### config.mk
export PLATFORM = sky130hd
export DESIGN_NAME = adcc_top
export DESIGN_NICKNAME = d
export VERILOG_FILES = /design/src/rtl/adcc_pkg.sv /design/src/rtl/adcc_sar_if.sv /design/src/rtl/adcc_sar.sv /design/src/rtl/adcc_top.sv
export SDC_FILE = /design/constraint.sdc
export NUM_CORES = 1
export LEC_CHECK = 0
export BUFFER_PORTS_ARGS = -buffer_cell sky130_fd_sc_hd__clkbuf_2
export CAP_MARGIN = 5
export CELL_PAD_IN_SITES_DETAIL_PLACEMENT = 0
export CELL_PAD_IN_SITES_GLOBAL_PLACEMENT = 2
export CORE_MARGIN = 2
export CORE_UTILIZATION = 43
export CTS_BUF_LIST = sky130_fd_sc_hd__clkbuf_8
export CTS_CLUSTER_DIAMETER = 30
export DETAILED_ROUTE_END_ITERATION = 6
export GPL_TIMING_DRIVEN = 1
export PLACE_DENSITY_LB_ADDON = 0.1
export SKIP_CTS_REPAIR_TIMING = 1
export SYNTH_ARGS = -nofsm -noshare
export SYNTH_HDL_FRONTEND = slang
export SYNTH_HIERARCHICAL = 1
export SYNTH_SLANG_ARGS = --single-unit
### constraint.sdc
create_clock -name clk -period 9.35 [get_ports clk]
set_clock_uncertainty 0.2 [all_clocks]
set_input_delay 0.935 -clock clk [delete_from_list [all_inputs] [get_ports clk]]
set_output_delay 0.935 -clock clk [all_outputs]
set_load 0.05 [all_outputs]
### src/rtl/adcc_pkg.sv
/*
  Constants shared by the conversion control block: register indices, field
  positions, reset values, channel codes, state codes and timing figures.
  Assumes an 8-bit register port and a 10-bit successive-approximation core.
*/
// How it works
// (RULE1) Software makes the chosen pin an analog input before converting.
// (RULE2) Software picks clock, reference and channel, then enables the converter.
// (RULE3) Software clears the flag before enabling the converter interrupt chain.
// (RULE4) Software may keep global interrupts off to resume in line after wake.
// (RULE5) Software waits the acquisition interval before requesting a conversion.
// (RULE6) Writing one to the start bit begins a conversion.
// (RULE7) The start bit reads one while converting and zero once finished.
// (RULE8) Software clears the conversion flag after reading the result.
// (RULE9) Control layout: channel bits 6-2, start bit 1, enable bit 0, bit 7 zero.
// (RULE10) Channel codes 0-3 and 8-13 route inputs; other codes connect nothing.
// (RULE11) Completion clears start, sets the flag and loads both result registers.
// (RULE12) Clearing start early aborts; missing bits copy the last converted bit.
// (RULE13) Software avoids setting start in the write that enables the converter.
// (RULE14) Left justified, the high result register holds result bits 9 to 2.
// (RULE15) A reserved channel still converts, but the result means nothing.
package adcc_pkg;

  localparam int ADDR_W = 3;
  localparam int DATA_W = 8;
  localparam int RES_W = 10;
  localparam int CHS_W = 5;
  localparam int NUM_AIN = 14;
  localparam int TAD_W = 8;
  localparam int BIT_W = 4;

  // Register indices on the register port.
  localparam logic [ADDR_W-1:0] OFS_CONTROL = 3'h0;
  localparam logic [ADDR_W-1:0] OFS_RES_HIGH = 3'h1;
  localparam logic [ADDR_W-1:0] OFS_RES_LOW = 3'h2;
  localparam logic [ADDR_W-1:0] OFS_CONFIG = 3'h3;
  localparam logic [ADDR_W-1:0] OFS_STATUS = 3'h4;
  localparam logic [ADDR_W-1:0] OFS_MASK = 3'h5;

  // Control register fields.
  localparam int CTL_EN_BIT = 0;
  localparam int CTL_GO_BIT = 1;
  localparam int CTL_CHS_LSB = 2;

  // Configuration register fields.
  localparam int CFG_REF_LSB = 0;
  localparam int CFG_REF_W = 2;
  localparam int CFG_DIV_LSB = 4;
  localparam int CFG_DIV_W = 3;
  localparam int CFG_FMT_BIT = 7;
  localparam logic [DATA_W-1:0] CFG_WRITE_MASK = 8'hF3;

  // Status and mask fields.
  localparam int ST_DONE_BIT = 0;
  localparam int ST_ABORT_BIT = 1;
  localparam int ST_W = 2;

  localparam logic [DATA_W-1:0] REG_RESET = 8'h00;
  localparam logic [ST_W-1:0] ST_RESET = 2'h0;

  // Channel code ranges that reach an analog input.
  localparam logic [CHS_W-1:0] CHS_LOW_LAST = 5'h03;
  localparam logic [CHS_W-1:0] CHS_HIGH_FIRST = 5'h08;
  localparam logic [CHS_W-1:0] CHS_HIGH_LAST = 5'h0D;

  // Conversion clock dividers by select code.
  localparam logic [CFG_DIV_W-1:0] DIV_2 = 3'h0;
  localparam logic [CFG_DIV_W-1:0] DIV_4 = 3'h4;
  localparam logic [CFG_DIV_W-1:0] DIV_8 = 3'h1;
  localparam logic [CFG_DIV_W-1:0] DIV_16 = 3'h5;
  localparam logic [CFG_DIV_W-1:0] DIV_32 = 3'h2;
  localparam logic [CFG_DIV_W-1:0] DIV_64 = 3'h6;

  // Comparator synchroniser depth, added to each bit period.
  localparam logic [TAD_W-1:0] SYNC_LAT = 8'h02;
  localparam logic [BIT_W-1:0] MSB_INDEX = 4'h9;

  typedef enum logic [1:0] {
    ADCC_IDLE = 2'b00,
    ADCC_SAMPLE = 2'b01,
    ADCC_BITS = 2'b10
  } adcc_state_e;

endpackage : adcc_pkg

### src/rtl/adcc_sar_if.sv
/*
  Carrier between the control registers and the approximation engine.
  Assumes both ends share one clock.
*/
interface adcc_sar_if;
  import adcc_pkg::*;

  logic start;
  logic abort;
  logic [TAD_W-1:0] tad_cycles;
  logic done;
  logic aborted;
  logic busy;
  logic [RES_W-1:0] result;

  modport ctrl (output start, output abort, output tad_cycles,
                input done, input aborted, input busy, input result);
  modport engine (input start, input abort, input tad_cycles,
                  output done, output aborted, output busy, output result);
endinterface : adcc_sar_if

### src/rtl/adcc_sar.sv
/*
  Successive-approximation engine: one sample period, then ten bit periods,
  each decided by the synchronised comparator. Assumes an external DAC and
  comparator and a bit period of at least three clocks.
*/
module adcc_sar
  import adcc_pkg::*;
(
  // Clock and reset.
  input wire logic clk,
  input wire logic rst,
  // Control side.
  adcc_sar_if.engine sif,
  // Analog front end.
  input wire logic comp_in,
  output logic [adcc_pkg::RES_W-1:0] dac_code
);
  import adcc_pkg::*;

  adcc_state_e state_q, state_d;
  logic [TAD_W-1:0] cnt_q, cnt_d;
  logic [BIT_W-1:0] bit_q, bit_d;
  logic [RES_W-1:0] res_q, res_d, out_q, out_d, dac_q, dac_d;
  logic done_q, done_d, abt_q, abt_d;
  logic comp_m_q, comp_s_q;
  logic fill;
  logic period_end;

  ////////////////////////////////////////////////////////////////////////////

  always_ff @(posedge clk or posedge rst) begin
    if (rst) begin
      comp_m_q <= 1'b0;
      comp_s_q <= 1'b0;
    end else begin
      comp_m_q <= comp_in;
      comp_s_q <= comp_m_q;
    end
  end

  ////////////////////////////////////////////////////////////////////////////

  assign period_end = (cnt_q == sif.tad_cycles - 8'h01);

  always_comb begin
    state_d = state_q;
    cnt_d = period_end ? '0 : cnt_q + 8'h01;
    bit_d = bit_q;
    res_d = res_q;
    out_d = out_q;
    dac_d = dac_q;
    done_d = 1'b0;
    abt_d = abt_q;
    fill = (bit_q == MSB_INDEX) ? 1'b0 : res_q[bit_q + 4'h1];
    case (state_q)
      ADCC_IDLE: begin
        cnt_d = '0;
        if (sif.start) begin // RULE6
          state_d = ADCC_SAMPLE;
          res_d = '0;
          bit_d = MSB_INDEX;
          dac_d = '0;
        end
      end
      ADCC_SAMPLE: begin
        if (period_end) begin
          state_d = ADCC_BITS;
          dac_d = RES_W'(1) << MSB_INDEX;
        end
      end
      ADCC_BITS: begin
        if (period_end) begin
          res_d[bit_q] = comp_s_q;
          if (bit_q == '0) begin
            state_d = ADCC_IDLE;
            out_d = res_d;
            done_d = 1'b1; // RULE11
            abt_d = 1'b0;
          end else begin
            bit_d = bit_q - 4'h1;
            dac_d = res_d | (RES_W'(1) << bit_d);
          end
        end
      end
      default: state_d = ADCC_IDLE;
    endcase
    if (sif.abort && state_q != ADCC_IDLE) begin
      // Bits not yet decided repeat the most recent decision.
      for (int j = 0; j < RES_W; j++) begin
        if (j <= int'(bit_q)) res_d[j] = (state_q == ADCC_SAMPLE) ? 1'b0 : fill; // RULE12
      end
      state_d = ADCC_IDLE;
      out_d = res_d;
      done_d = 1'b1;
      abt_d = 1'b1;
    end
  end

  always_ff @(posedge clk or posedge rst) begin
    if (rst) begin
      state_q <= ADCC_IDLE;
      cnt_q <= '0;
      bit_q <= '0;
      res_q <= '0;
      out_q <= '0;
      dac_q <= '0;
      done_q <= 1'b0;
      abt_q <= 1'b0;
    end else begin
      state_q <= state_d;
      cnt_q <= cnt_d;
      bit_q <= bit_d;
      res_q <= res_d;
      out_q <= out_d;
      dac_q <= dac_d;
      done_q <= done_d;
      abt_q <= abt_d;
    end
  end

  assign sif.done = done_q;
  assign sif.aborted = abt_q;
  assign sif.result = out_q;
  assign sif.busy = (state_q != ADCC_IDLE);
  assign dac_code = dac_q;

endmodule // adcc_sar

### src/rtl/adcc_top.sv
/*
  Conversion control block: control, configuration, result, status and mask
  registers on a plain register port, channel routing and the interrupt.
  Assumes a single-master register port with reads answered one cycle later.
*/
// Chosen here: strobed register access and the register offsets.
module adcc_top
  import adcc_pkg::*;
#(
  parameter logic [adcc_pkg::TAD_W-1:0] FRC_DIV = 8'h20
) (
  // Clock and reset.
  input wire logic clk,
  input wire logic rst,
  // Register port.
  input wire logic [adcc_pkg::ADDR_W-1:0] reg_addr,
  input wire logic [adcc_pkg::DATA_W-1:0] reg_wdata,
  input wire logic reg_we,
  input wire logic reg_re,
  output logic [adcc_pkg::DATA_W-1:0] reg_rdata,
  // Analog front end.
  input wire logic comp_in,
  output logic [adcc_pkg::RES_W-1:0] dac_code,
  output logic [adcc_pkg::NUM_AIN-1:0] ain_select,
  output logic converter_on,
  output logic [adcc_pkg::CFG_REF_W-1:0] vref_select,
  // Interrupt.
  output logic irq
);
  import adcc_pkg::*;

  adcc_sar_if sif ();

  logic converter_enable_q, converter_enable_d;
  logic convert_start_alias_q, convert_start_alias_d;
  logic [CHS_W-1:0] channel_select_q, channel_select_d;
  logic [DATA_W-1:0] cfg_q, cfg_d;
  logic [DATA_W-1:0] result_high_q, result_high_d;
  logic [DATA_W-1:0] result_low_q, result_low_d;
  logic [ST_W-1:0] status_q, status_d, mask_q, mask_d;
  logic [DATA_W-1:0] rdata_q, rdata_d;
  logic [NUM_AIN-1:0] ain_q, ain_d;
  logic ctl_wr;
  logic start_req;
  logic stop_req;

  ////////////////////////////////////////////////////////////////////////////

  // Only the documented code ranges reach a pin; any other code leaves every
  // switch open, so the engine still runs but converts a floating node.
  function automatic logic [NUM_AIN-1:0] route_channel(input logic [CHS_W-1:0] chs);
    logic [NUM_AIN-1:0] sel;
    sel = '0;
    if (chs <= CHS_LOW_LAST || (chs >= CHS_HIGH_FIRST && chs <= CHS_HIGH_LAST)) begin
      sel[chs[BIT_W-1:0]] = 1'b1; // RULE10
    end
    return sel; // RULE15
  endfunction

  function automatic logic [TAD_W-1:0] tad_of(input logic [CFG_DIV_W-1:0] code);
    logic [TAD_W-1:0] div;
    case (code)
      DIV_2: div = 8'h02;
      DIV_4: div = 8'h04;
      DIV_8: div = 8'h08;
      DIV_16: div = 8'h10;
      DIV_32: div = 8'h20;
      DIV_64: div = 8'h40;
      default: div = FRC_DIV;
    endcase
    return div + SYNC_LAT;
  endfunction

  ////////////////////////////////////////////////////////////////////////////

  assign ctl_wr = reg_we && (reg_addr == OFS_CONTROL);
  // A start needs the converter to be on in the same written value; a write
  // that leaves start low, or turns the converter off, stops a running one.
  assign start_req = ctl_wr && reg_wdata[CTL_GO_BIT] && reg_wdata[CTL_EN_BIT]
                     && !convert_start_alias_q && !sif.busy; // RULE6
  assign stop_req = ctl_wr && convert_start_alias_q
                    && (!reg_wdata[CTL_GO_BIT] || !reg_wdata[CTL_EN_BIT]); // RULE12

  assign sif.start = start_req;
  assign sif.abort = stop_req;
  assign sif.tad_cycles = tad_of(cfg_q[CFG_DIV_LSB +: CFG_DIV_W]);

  adcc_sar u_sar (
    .clk(clk),
    .rst(rst),
    .sif(sif),
    .comp_in(comp_in),
    .dac_code(dac_code)
  );

  ////////////////////////////////////////////////////////////////////////////

  always_comb begin
    converter_enable_d = converter_enable_q;
    convert_start_alias_d = convert_start_alias_q;
    channel_select_d = channel_select_q;
    cfg_d = cfg_q;
    mask_d = mask_q;
    if (ctl_wr) begin
      converter_enable_d = reg_wdata[CTL_EN_BIT];
      channel_select_d = reg_wdata[CTL_CHS_LSB +: CHS_W]; // RULE9
    end
    if (start_req) begin
      convert_start_alias_d = 1'b1; // RULE7
    end else if (stop_req) begin
      convert_start_alias_d = 1'b0; // RULE12
    end else if (sif.done && !sif.aborted) begin
      convert_start_alias_d = 1'b0; // RULE11
    end
    if (reg_we && reg_addr == OFS_CONFIG) begin
      cfg_d = reg_wdata & CFG_WRITE_MASK;
    end
    if (reg_we && reg_addr == OFS_MASK) begin
      mask_d = reg_wdata[ST_W-1:0];
    end
    ain_d = route_channel(channel_select_q);
  end

  always_ff @(posedge clk or posedge rst) begin
    if (rst) begin
      converter_enable_q <= 1'b0;
      convert_start_alias_q <= 1'b0;
      channel_select_q <= '0;
      cfg_q <= REG_RESET;
      mask_q <= ST_RESET;
      ain_q <= '0;
    end else begin
      converter_enable_q <= converter_enable_d;
      convert_start_alias_q <= convert_start_alias_d;
      channel_select_q <= channel_select_d;
      cfg_q <= cfg_d;
      mask_q <= mask_d;
      ain_q <= ain_d;
    end
  end

  ////////////////////////////////////////////////////////////////////////////

  // Results load on completion and on abort; the format is applied at load
  // time, so changing the format later does not reshuffle a stored result.
  // A software write in the loading cycle loses, so no result is ever dropped.
  always_comb begin
    result_high_d = result_high_q;
    result_low_d = result_low_q;
    if (reg_we && reg_addr == OFS_RES_HIGH) begin
      result_high_d = reg_wdata;
    end
    if (reg_we && reg_addr == OFS_RES_LOW) begin
      result_low_d = reg_wdata;
    end
    if (sif.done) begin // RULE11
      if (cfg_q[CFG_FMT_BIT]) begin
        result_high_d = DATA_W'(sif.result[RES_W-1:DATA_W]);
        result_low_d = sif.result[DATA_W-1:0];
      end else begin
        result_high_d = sif.result[RES_W-1:RES_W-DATA_W]; // RULE14
        result_low_d = {sif.result[RES_W-DATA_W-1:0], {(2*DATA_W-RES_W){1'b0}}};
      end
    end
  end

  always_ff @(posedge clk or posedge rst) begin
    if (rst) begin
      result_high_q <= REG_RESET;
      result_low_q <= REG_RESET;
    end else begin
      result_high_q <= result_high_d;
      result_low_q <= result_low_d;
    end
  end

  ////////////////////////////////////////////////////////////////////////////

  // Write one to clear; a new event in the clearing cycle still sets.
  always_comb begin
    status_d = status_q;
    if (reg_we && reg_addr == OFS_STATUS) begin
      status_d = status_q & ~reg_wdata[ST_W-1:0];
    end
    if (sif.done && !sif.aborted) begin
      status_d[ST_DONE_BIT] = 1'b1; // RULE11
    end
    if (sif.done && sif.aborted) begin
      status_d[ST_ABORT_BIT] = 1'b1;
    end
  end

  always_ff @(posedge clk or posedge rst) begin
    if (rst) begin
      status_q <= ST_RESET;
    end else begin
      status_q <= status_d;
    end
  end

  ////////////////////////////////////////////////////////////////////////////

  always_comb begin
    rdata_d = '0;
    if (reg_re) begin
      case (reg_addr)
        OFS_CONTROL: begin
          rdata_d = '0; // RULE9
          rdata_d[CTL_CHS_LSB +: CHS_W] = channel_select_q;
          rdata_d[CTL_GO_BIT] = convert_start_alias_q; // RULE7
          rdata_d[CTL_EN_BIT] = converter_enable_q;
        end
        OFS_RES_HIGH: rdata_d = result_high_q;
        OFS_RES_LOW: rdata_d = result_low_q;
        OFS_CONFIG: rdata_d = cfg_q;
        OFS_STATUS: rdata_d = DATA_W'(status_q);
        OFS_MASK: rdata_d = DATA_W'(mask_q);
        default: rdata_d = '0;
      endcase
    end
  end

  always_ff @(posedge clk or posedge rst) begin
    if (rst) begin
      rdata_q <= '0;
    end else begin
      rdata_q <= rdata_d;
    end
  end

  assign reg_rdata = rdata_q;
  assign ain_select = ain_q;
  assign converter_on = converter_enable_q;
  assign vref_select = cfg_q[CFG_REF_LSB +: CFG_REF_W];
  assign irq = |(status_q & mask_q);

endmodule // adcc_top

; ---- Word level (Yosys, flattened, before mapping)
; Index checks and enable logic that the tools add are counted.
; Widths: inputs -> output; s select.
[op_classes]
add_sub_neg = 5
n_lt_le_gt_ge = 17
n_eq_ne = 21
shifts = 1
muxes = 67
bitwise = 4
reduce_logical = 47
[op_table]
columns = op, n
row1 = $mux 10, 11
row2 = $mux 8, 9
row3 = $pmux 8 s6, 1
row4 = $pmux 7 s5, 1
row5 = $pmux 10 s3, 1
row6 = $mux 1, 27
row7 = $pmux 10 s2, 1
row8 = $logic_and 1x1->1, 18
row9 = $reduce_bool 2->1, 9
row10 = $le 3x4->1 const A, 4
row11 = $eq 3x3->1 const B, 5
row12 = $lt 4x5->1 const B, 3
row13 = $mux 14, 1
row14 = $mux 2, 6
row15 = $mux 4, 3
row16 = $bwmux 10, 1
row17 = $or 10x10->10, 1
row18 = $shl 1x4->10 const A, 1
row19 = $ne 3x1->1 const B, 3
row20 = $reduce_bool 3->1, 3
row21 = $add 8x1->8 const B, 1
row22 = $add 8x2->8 const B, 1
row23 = $demux 1 s4, 2
row24 = $eq 8x8->1, 1
row25 = other kinds (32), 48
[word_totals]
register_bits = 103
in_bits = 16
output_inout_bits = 36
wordCells = 184

; ---- Longest topological paths before layout
; Gate-level depths: netlist of the first run.
[depth]
word_depth = 10
ltp_mapped = 12
depth_no_buf = 10

; ---- Cells and area by module
; Netlist of the first run, hierarchy kept.
[by_module_without_submodules]
columns = module, instances, cells_per_inst, area_per_inst_um2, seq_area_each_um2
row1 = adcc_sar, 1, 354, 3270.6, 1201.2
row2 = adcc_top, 1, 210, 2548.7, 1376.3

; ---- Least setup slack after synthesis of the first run
; OpenSTA, ideal clock, no wires.
[synth_timing]
path_kind = reg-to-reg
start = register cfg_q[5]
end = register u_sar.out_q[1] (netlist: u_sar/sif.result[1])
setup_ps = 131
t_arrival_ps = 3286
required_ps = 9019
slack_ps = 5733
path_stages_with_launch = 10
n_path_buf = 1
period_less_slack_ps = 3617
cell_sequence = dfrtp_1 > or3_1 > or4_4 > or4_4 > a2111oi_4 > o2111a_1 > buf_6 > mux2_2 > a221oi_1 > nor3_1
[synth_via]
elab_chain_len = 9
word_cells_on_any_way = 15
cone_classes = add/sub (2) / eq/ne (5) / mux (5) / reduce/logical (3)
[synth_lines]
columns = item, line_no
row1 = start: declaration, adcc_top.sv:37  ; logic [DATA_W-1:0] cfg_q, cfg_d;
row2 = start signal: assignment, adcc_top.sv:136  ; cfg_q <= cfg_d;
row3 = $eq 3x3->1 (tied with other cells), adcc_top.sv:62  ; case (code)
row4 = $pmux 7 s5 *, adcc_top.sv:62
row5 = $add 8x2->8 *, adcc_top.sv:71  ; return div + SYNC_LAT;
row6 = named net sif.tad_cycles[1], adcc_sar_if.sv:10  ; logic [TAD_W-1:0] tad_cycles;
row7 = $sub 8x1->8 *, adcc_sar.sv:43  ; assign period_end = (cnt_q == sif.tad_cycles - 8'h01);
row8 = $eq 8x8->1 *, adcc_sar.sv:43
row9 = $mux 10, adcc_sar.sv:72  ; if (period_end) begin
row10 = $pmux 10 s2, adcc_sar.sv:55  ; case (state_q)
row11 = $mux 1, adcc_sar.sv:90  ; if (j <= int'(bit_q)) res_d[j] = (state_q == ADCC_SAMPLE) ? 1'b0 : fill;
row12 = $mux 10, adcc_sar.sv:87  ; if (sif.abort && state_q != ADCC_IDLE) begin
row13 = end signal: assignment, adcc_sar.sv:114  ; out_q <= out_d;
row14 = end: declaration, adcc_sar.sv:23  ; logic [RES_W-1:0] res_q, res_d, out_q, out_d, dac_q, dac_d;
; Mark *: on every way through the listed nets, which the timed path passes. The rest lies on a longest branch. The select of a mux whose other input is x is not followed.
; A chain may end at the register's enable or synchronous reset.

; ---- Final worst setup path of the first run
[layout_timing]
start = register cfg_q[5]
end = register u_sar.dac_q[9] (netlist: u_sar/dac_code[9])
[layout_via]
elab_chain_len = 7
word_cells_on_any_way = 12
cone_classes = add/sub (2) / eq/ne (7) / mux (1) / reduce/logical (2)
[layout_lines]
columns = item, line_no
row1 = $eq 3x3->1 (tied with other cells), adcc_top.sv:62
row2 = $pmux 7 s5 *, adcc_top.sv:62
row3 = $add 8x2->8 *, adcc_top.sv:71
row4 = named net sif.tad_cycles[1], adcc_sar_if.sv:10
row5 = $sub 8x1->8 *, adcc_sar.sv:43
row6 = $eq 8x8->1 *, adcc_sar.sv:43
row7 = $ne 2x1->1 (no line), -
row8 = $reduce_and 5->1 (no line) *, -
row9 = end signal: assignment, adcc_sar.sv:106  ; dac_q <= '0;
row10 = end signal: assignment, adcc_sar.sv:115  ; dac_q <= dac_d;
row11 = end: declaration, adcc_sar.sv:23
; Mark *: on every way through the listed nets, which the timed path passes. The rest lies on a longest branch.

==> flow_metrics.tcl, run 1 <==
set metrics [dict create \
    crit_chain "or3_1 -> inv_1 -> ha_1 -> or3b_2 -> nor4_1 -> a2111oi_4 -> o2111ai_1 -> a21oi_1 -> o21ai_2 -> mux2_2" \
    finalCriticalPeriod_ps 4359 \
    path_clk_slew_ps 100 \
    max_slew_margin_pct 31.54 \
    drc 0 \
    holdCritPathClass "reg2reg" \
    finalSetupTns_ps 0 \
    postRouteAntennaNets 0 \
    worst_pin_slew_ps 1025 \
    dpl.hpwl_um 10040 \
    ff2ff_setup_slack_ps 4990 \
    floorplan.rows 42 \
    synth.avg_cell_area_um2 10.32 \
    dieArea_um2 14480 \
    place_congestion 0.7873 \
    vias 4404 \
    p_total_mw 1.495 \
    die_width_um 120.3 \
    grt_pass1_vias 4320 \
    setup_violations 0 \
    yosysMostFrequentCell "dfrtp_1" \
    grt_overflow 0 \
    synth_edf_count 0 \
    avgViaCountPerCell 5.575 \
    status "finished, final reports clean" \
    instances_no_fill 790 \
    rsz0062_at_grt "no" \
    cts.htree.levels 3 \
    first_iter_violations 294 \
    fill_cells 1256 \
    insertion_delay_ps 370 \
    slowest_delay_ps 850 \
    root_buffer "clkbuf_8" \
    first_pass_iters 5 \
    ys_async_sr_fraction_pct 100.0 \
    syn-cell-area_um2 5819 \
    num-nets-final 639 \
    drv_slew 0 \
    critPathKind "reg2reg" \
    cp.arrival_ps 4420 \
    ys_ff_latch 103 \
    fin_crit_sh_pct 46.62 \
    ios 52 \
    diodes 0 \
    peakVddDrop_v 0.00009358 \
    cp-end-kind "register" \
    post_drt_wl_per_cell_um 17.66 \
    power.density_nw_per_um2 233.0 \
    cp_slowest_cell "o2111ai_1" \
    synth_commonest_cells "dfrtp_1 (103), nand2_1 (56), nor2_1 (43)" \
    cts_num_sinks 103 \
    dp_cells 774 \
    drt_wl_total_um 13950 \
    p_leak_nw 2.885 \
    core_um2 13240 \
    synthTopCellsByArea "dfrtp_1 (44%), mux2i_1 (7.2%), mux2_2 (6.0%), nand2_1 (3.6%), ha_1 (3.0%)" \
    max_freq_mhz 229.4 \
    synth_top_area_cell "dfrtp_1" \
    grt_usage_pct 20.77 \
    ys_types 67 \
    synth_warnings 6 \
    area_growth_pct 10.28 \
    hold_viol 0 \
    start_util_pct 43.94 \
    synth_top_area_share_pct 44.29 \
    cts_buffers 9 \
    required_ps 9410 \
    drive_above_1_share_pct 20.52 \
    io_buffers 51 \
    grt_start_max_net_pins 56 \
    antenna_found_initial 0 \
    maxCapViolCount 0 \
    synth-seq-area-share_pct 44.29 \
    grt_pass1_wl_um 23690 \
    synth_ff_type "dfrtp_1" \
    cts_tree "yes" \
    cts_max_path_buffers 2 \
    cp_max_fo 11 \
    syn_inst 564 \
    die_h_um 120.3 \
    startpoint_type "register" \
]
final timing paths:
check                               start  cells past startpoint           endpoint
max in group asynchronous             rst                      2     u_sar/res_q[8]
min                        u_sar/comp_m_q                      0     u_sar/comp_s_q
max reg2reg                      cfg_q[5]                     10  u_sar/dac_code[9]
max                              cfg_q[5]                     10  u_sar/dac_code[9]
min in group asynchronous             rst                      3      ain_select[4]
min reg2reg                u_sar/comp_m_q                      0     u_sar/comp_s_q
cells in the final DEF (no fill, tap or decap), types with 6 or more instances in the layout:
cell type    n
a21o_1       7
a21oi_1     27
a22oi_1      9
and3_1       7
buf_4        6
clkbuf_2    51
clkbuf_8    12
conb_1       9
dfrtp_1    103
ha_1        14
inv_1       16
mux2_2      31
mux2i_1     42
nand2_1     56
nand3_1     11
nor2_1      43
nor2b_1      9
nor3_1      11
o21ai_0     29
xnor2_1     10
xor2_1      10
per-layer routing:
metal	global-route usage (%)	part of all wire (%)
met1	28.70	46
met2	33.35	48
met3	2.925	4.2
met4	7.703	1.9
met5	0	0
power by group:
part | total (mW) | switching [mW] | internal (mW) | leakage (nW)
logic | 0.560 | 0.344 | 0.216 | 1.45
clock network | 0.295 | 0.151 | 0.144 | 0.111
registers | 0.640 | 0.106 | 0.534 | 1.32
state kept, by name, summed over array words and instances, names as in the netlist, 6 cells and up:
| register | count |
|---|---|
| ain_select | 14 |
| cfg_q | 6 |
| reg_rdata | 8 |
| result_high_q | 8 |
| result_low_q | 8 |
| u_sar/cnt_q | 8 |
| u_sar/dac_code | 10 |
| u_sar/res_q | 10 |
| u_sar/sif.result | 10 |
per-stage QoR:
stage	hold slack, ps	area (um^2)	utilization, %	setup WS, ps
6_report	158.3	6417	48.46	4991
5_1_grt	178.3	6417	48.46	4719
4_1_cts	158.6	6417	48.46	4993
3_5_place_dp	136.4	6207	46.87	5011
3_3_place_gp	133.9	6207	46.87	5079
2_1_floorplan	131.2	5849	-	5733
cell type report:
| class | count | area [um^2] | share of cell area (%) |
|---|---|---|---|
| inverter | 16 | 60.06 | 0.9359 |
| sequential | 103 | 2577 | 40.16 |
| multi-input combinational | 422 | 3049 | 47.51 |
| timing repair buffer | 57 | 300.3 | 4.679 |
| clock inverter | 4 | 45.04 | 0.7019 |
| tap | 176 | 220.2 | 3.431 |
| clock buffer | 12 | 165.2 | 2.574 |
logic make-up (layout without fill, tap and decap cells):
group,after synthesis,count (layout),share of synthesized area [%]
adders and majority gates,15,15,3.182
xor gates and xnor gates,20,20,3.010
buffers and inverters,47,89,4.042
AOI/OAI and AO/OA,120,120,14.02
muxes,78,78,15.16
DFF,103,103,44.29
and+or+nand+nor,180,180,16.23
other,1,9,0.06444
worst max-delay path: cells and delay by family (launching register included):
| family | cells | cell delay [ps] |
|---|---|---|
| flip-flops | 1 | 450 |
| adder cells (fa/ha/maj) | 1 | 220 |
| buffers and inverters | 1 | 70 |
| multiplexers | 1 | 390 |
| AO/OA/AOI/OAI | 4 | 1600 |
| AND/OR/NAND/NOR | 3 | 1320 |
(Power assumes the default switching activity.)
==> run 2: changes to the inputs <==
CORE_UTILIZATION = 40   (was 43)
clock period = 4.2 ns   (was 9.35 ns; I/O delays follow)
==> flow_metrics.tcl, run 2 (synthesis gave the netlist of run 1 again) <==
set metrics [dict create \
    status "finished, final reports clean" \
    crit_chain "or3_1 -> or4_4 -> or4_4 -> a2111oi_4 -> o2111a_1 -> buf_4 -> a31o_1 -> nor2_1 -> nor4_2" \
    start_util_pct 40.50 \
    finalSetupTns_ps 0 \
    max_freq_mhz 259.9 \
    cts_num_sinks 103 \
    final_area_um2 6501 \
    first_iter_violations 273 \
    drv_slew 0 \
    cp_slowest_cell "or4_4" \
    crit_buf_inv 1 \
    drt_wl_total_um 14850 \
    cp-end-kind "register" \
    die_width_um 124.6 \
    core_um2 14370 \
    root_buffer "clkbuf_8" \
    setup_violations 0 \
    maxCapViolCount 0 \
    grt_pass1_vias 4546 \
    layout_common_cells "dfrtp_1 (103), nand2_1 (56), clkbuf_2 (51)" \
    cts_buffers 9 \
    rr_worst_depth 9 \
    path_common_cell "or4_4" \
    hold_viol 0 \
    floorplan.rows 44 \
    multi_input_area_um2 3049 \
    grt_overflow 0 \
    num-nets-final 647 \
    cp.arrival_ps 3920 \
    path_clk_slew_ps 100 \
    peakVddDrop_v 0.0002282 \
    fin_crit_sh_pct 91.59 \
    p_total_mw 3.410 \
    slowest_delay_ps 570 \
    grt_usage_pct 19.79 \
    avgViaCountPerCell 5.491 \
    insertion_delay_ps 380 \
    postRouteAntennaNets 0 \
    vias 4426 \
    startpoint_type "register" \
    fill_cells 1378 \
    post_drt_wl_per_cell_um 18.42 \
    placed_area_um2 6270 \
    p_leak_nw 2.928 \
    hold_ws_ps 2.832 \
    dp_cells 789 \
    cts_max_path_buffers 2 \
    finalCriticalPeriod_ps 3847 \
    cts_tree "yes" \
    grt_pass1_wl_um 24650 \
    area_growth_pct 11.72 \
    instances_no_fill 806 \
    place_congestion 0.8420 \
    largest_reg_flops 14 \
    antenna_found_initial 0 \
    worst_pin_slew_ps 724.4 \
    first_pass_iters 5 \
    drive_above_1_share_pct 21.70 \
    cp_max_fo 13 \
    r2r_start "cfg_q[5]" \
    ios 52 \
    cts.htree.levels 3 \
    diodes 0 \
    power.density_nw_per_um2 524.5 \
    ff2ff_setup_slack_ps 350 \
    required_ps 4280 \
    cp_top_family "simple AND/OR/NAND/NOR gates" \
    timing.rr.end "u_sar/sif.result[7]" \
    holdCritPathClass "in2async" \
    regArea_um2 2577 \
    dieArea_um2 15530 \
    rsz0062_at_grt "no" \
    drc 0 \
    grt_start_max_net_pins 56 \
    die_h_um 124.6 \
    dpl.hpwl_um 10790 \
    max_slew_margin_pct 51.71 \
    io_buffers 51 \
    final_common_cell "dfrtp_1" \
    critPathKind "reg2reg" \
]
## run 2: cell types whose count changed in the layout (fill, tap and decap cells not counted), moves of 2 or more
| cell | change |
|---|---|
| clkinv_2 | +3 |
| inv_1 | -2 |
| buf_4 | +7 |
| clkbuf_8 | -2 |
## run 2: area by class of cell
| type | count | area share (%) |
|---|---|---|
| flip-flops and latches | 103 | 39.65 |
| inverters | 16 | 0.9238 |
| multi-input cells | 422 | 46.90 |
| repair buffers | 65 | 5.581 |
| clock buffers | 10 | 2.117 |
| clock inverters | 6 | 1.289 |
| well taps | 184 | 3.541 |
## run 2: layer usage
layer  share of wire [%]  vias to the layer above  global-route usage (%)
li1                    -                     2129                       -
met1                  46                     2165                   26.80
met2                  48                      111                   32.37
met3                 3.5                       21                   2.405
met4                 2.6                        0                   7.931
met5                   0                        -                       0
## run 2: worst min-delay path: cells and delay by family
kind | cells | cell delay, ps
buffers and inverters | 3 | 640
## run 2: worst max-delay path by stage
stage                  start                  end  slack (ps)  cells after the start
floorplan           cfg_q[5]  u_sar/sif.result[1]         580                      9
global placement    cfg_q[5]  u_sar/sif.result[1]         420                      9
detailed placement  cfg_q[5]  u_sar/sif.result[1]         370                      9
CTS                 cfg_q[5]  u_sar/sif.result[1]         360                      9
global route        cfg_q[5]  u_sar/sif.result[7]         150                      9
finish              cfg_q[5]  u_sar/sif.result[7]         350                      9
## run 2: per-stage QoR
stage | worst slack (ps) | utilization [%]
after floorplan | 583.1 | -
after global routing | 154.8 | 45.25
after global placement | 415.9 | 43.63
final | 353.0 | 45.25
after detailed placement | 374.5 | 43.63
after CTS | 357.4 | 45.18
## run 2: where the power goes
group	internal, mW	total (mW)	switching, mW
clock network	0.350	0.703	0.353
logic	0.497	1.28	0.780
registers	1.19	1.43	0.242
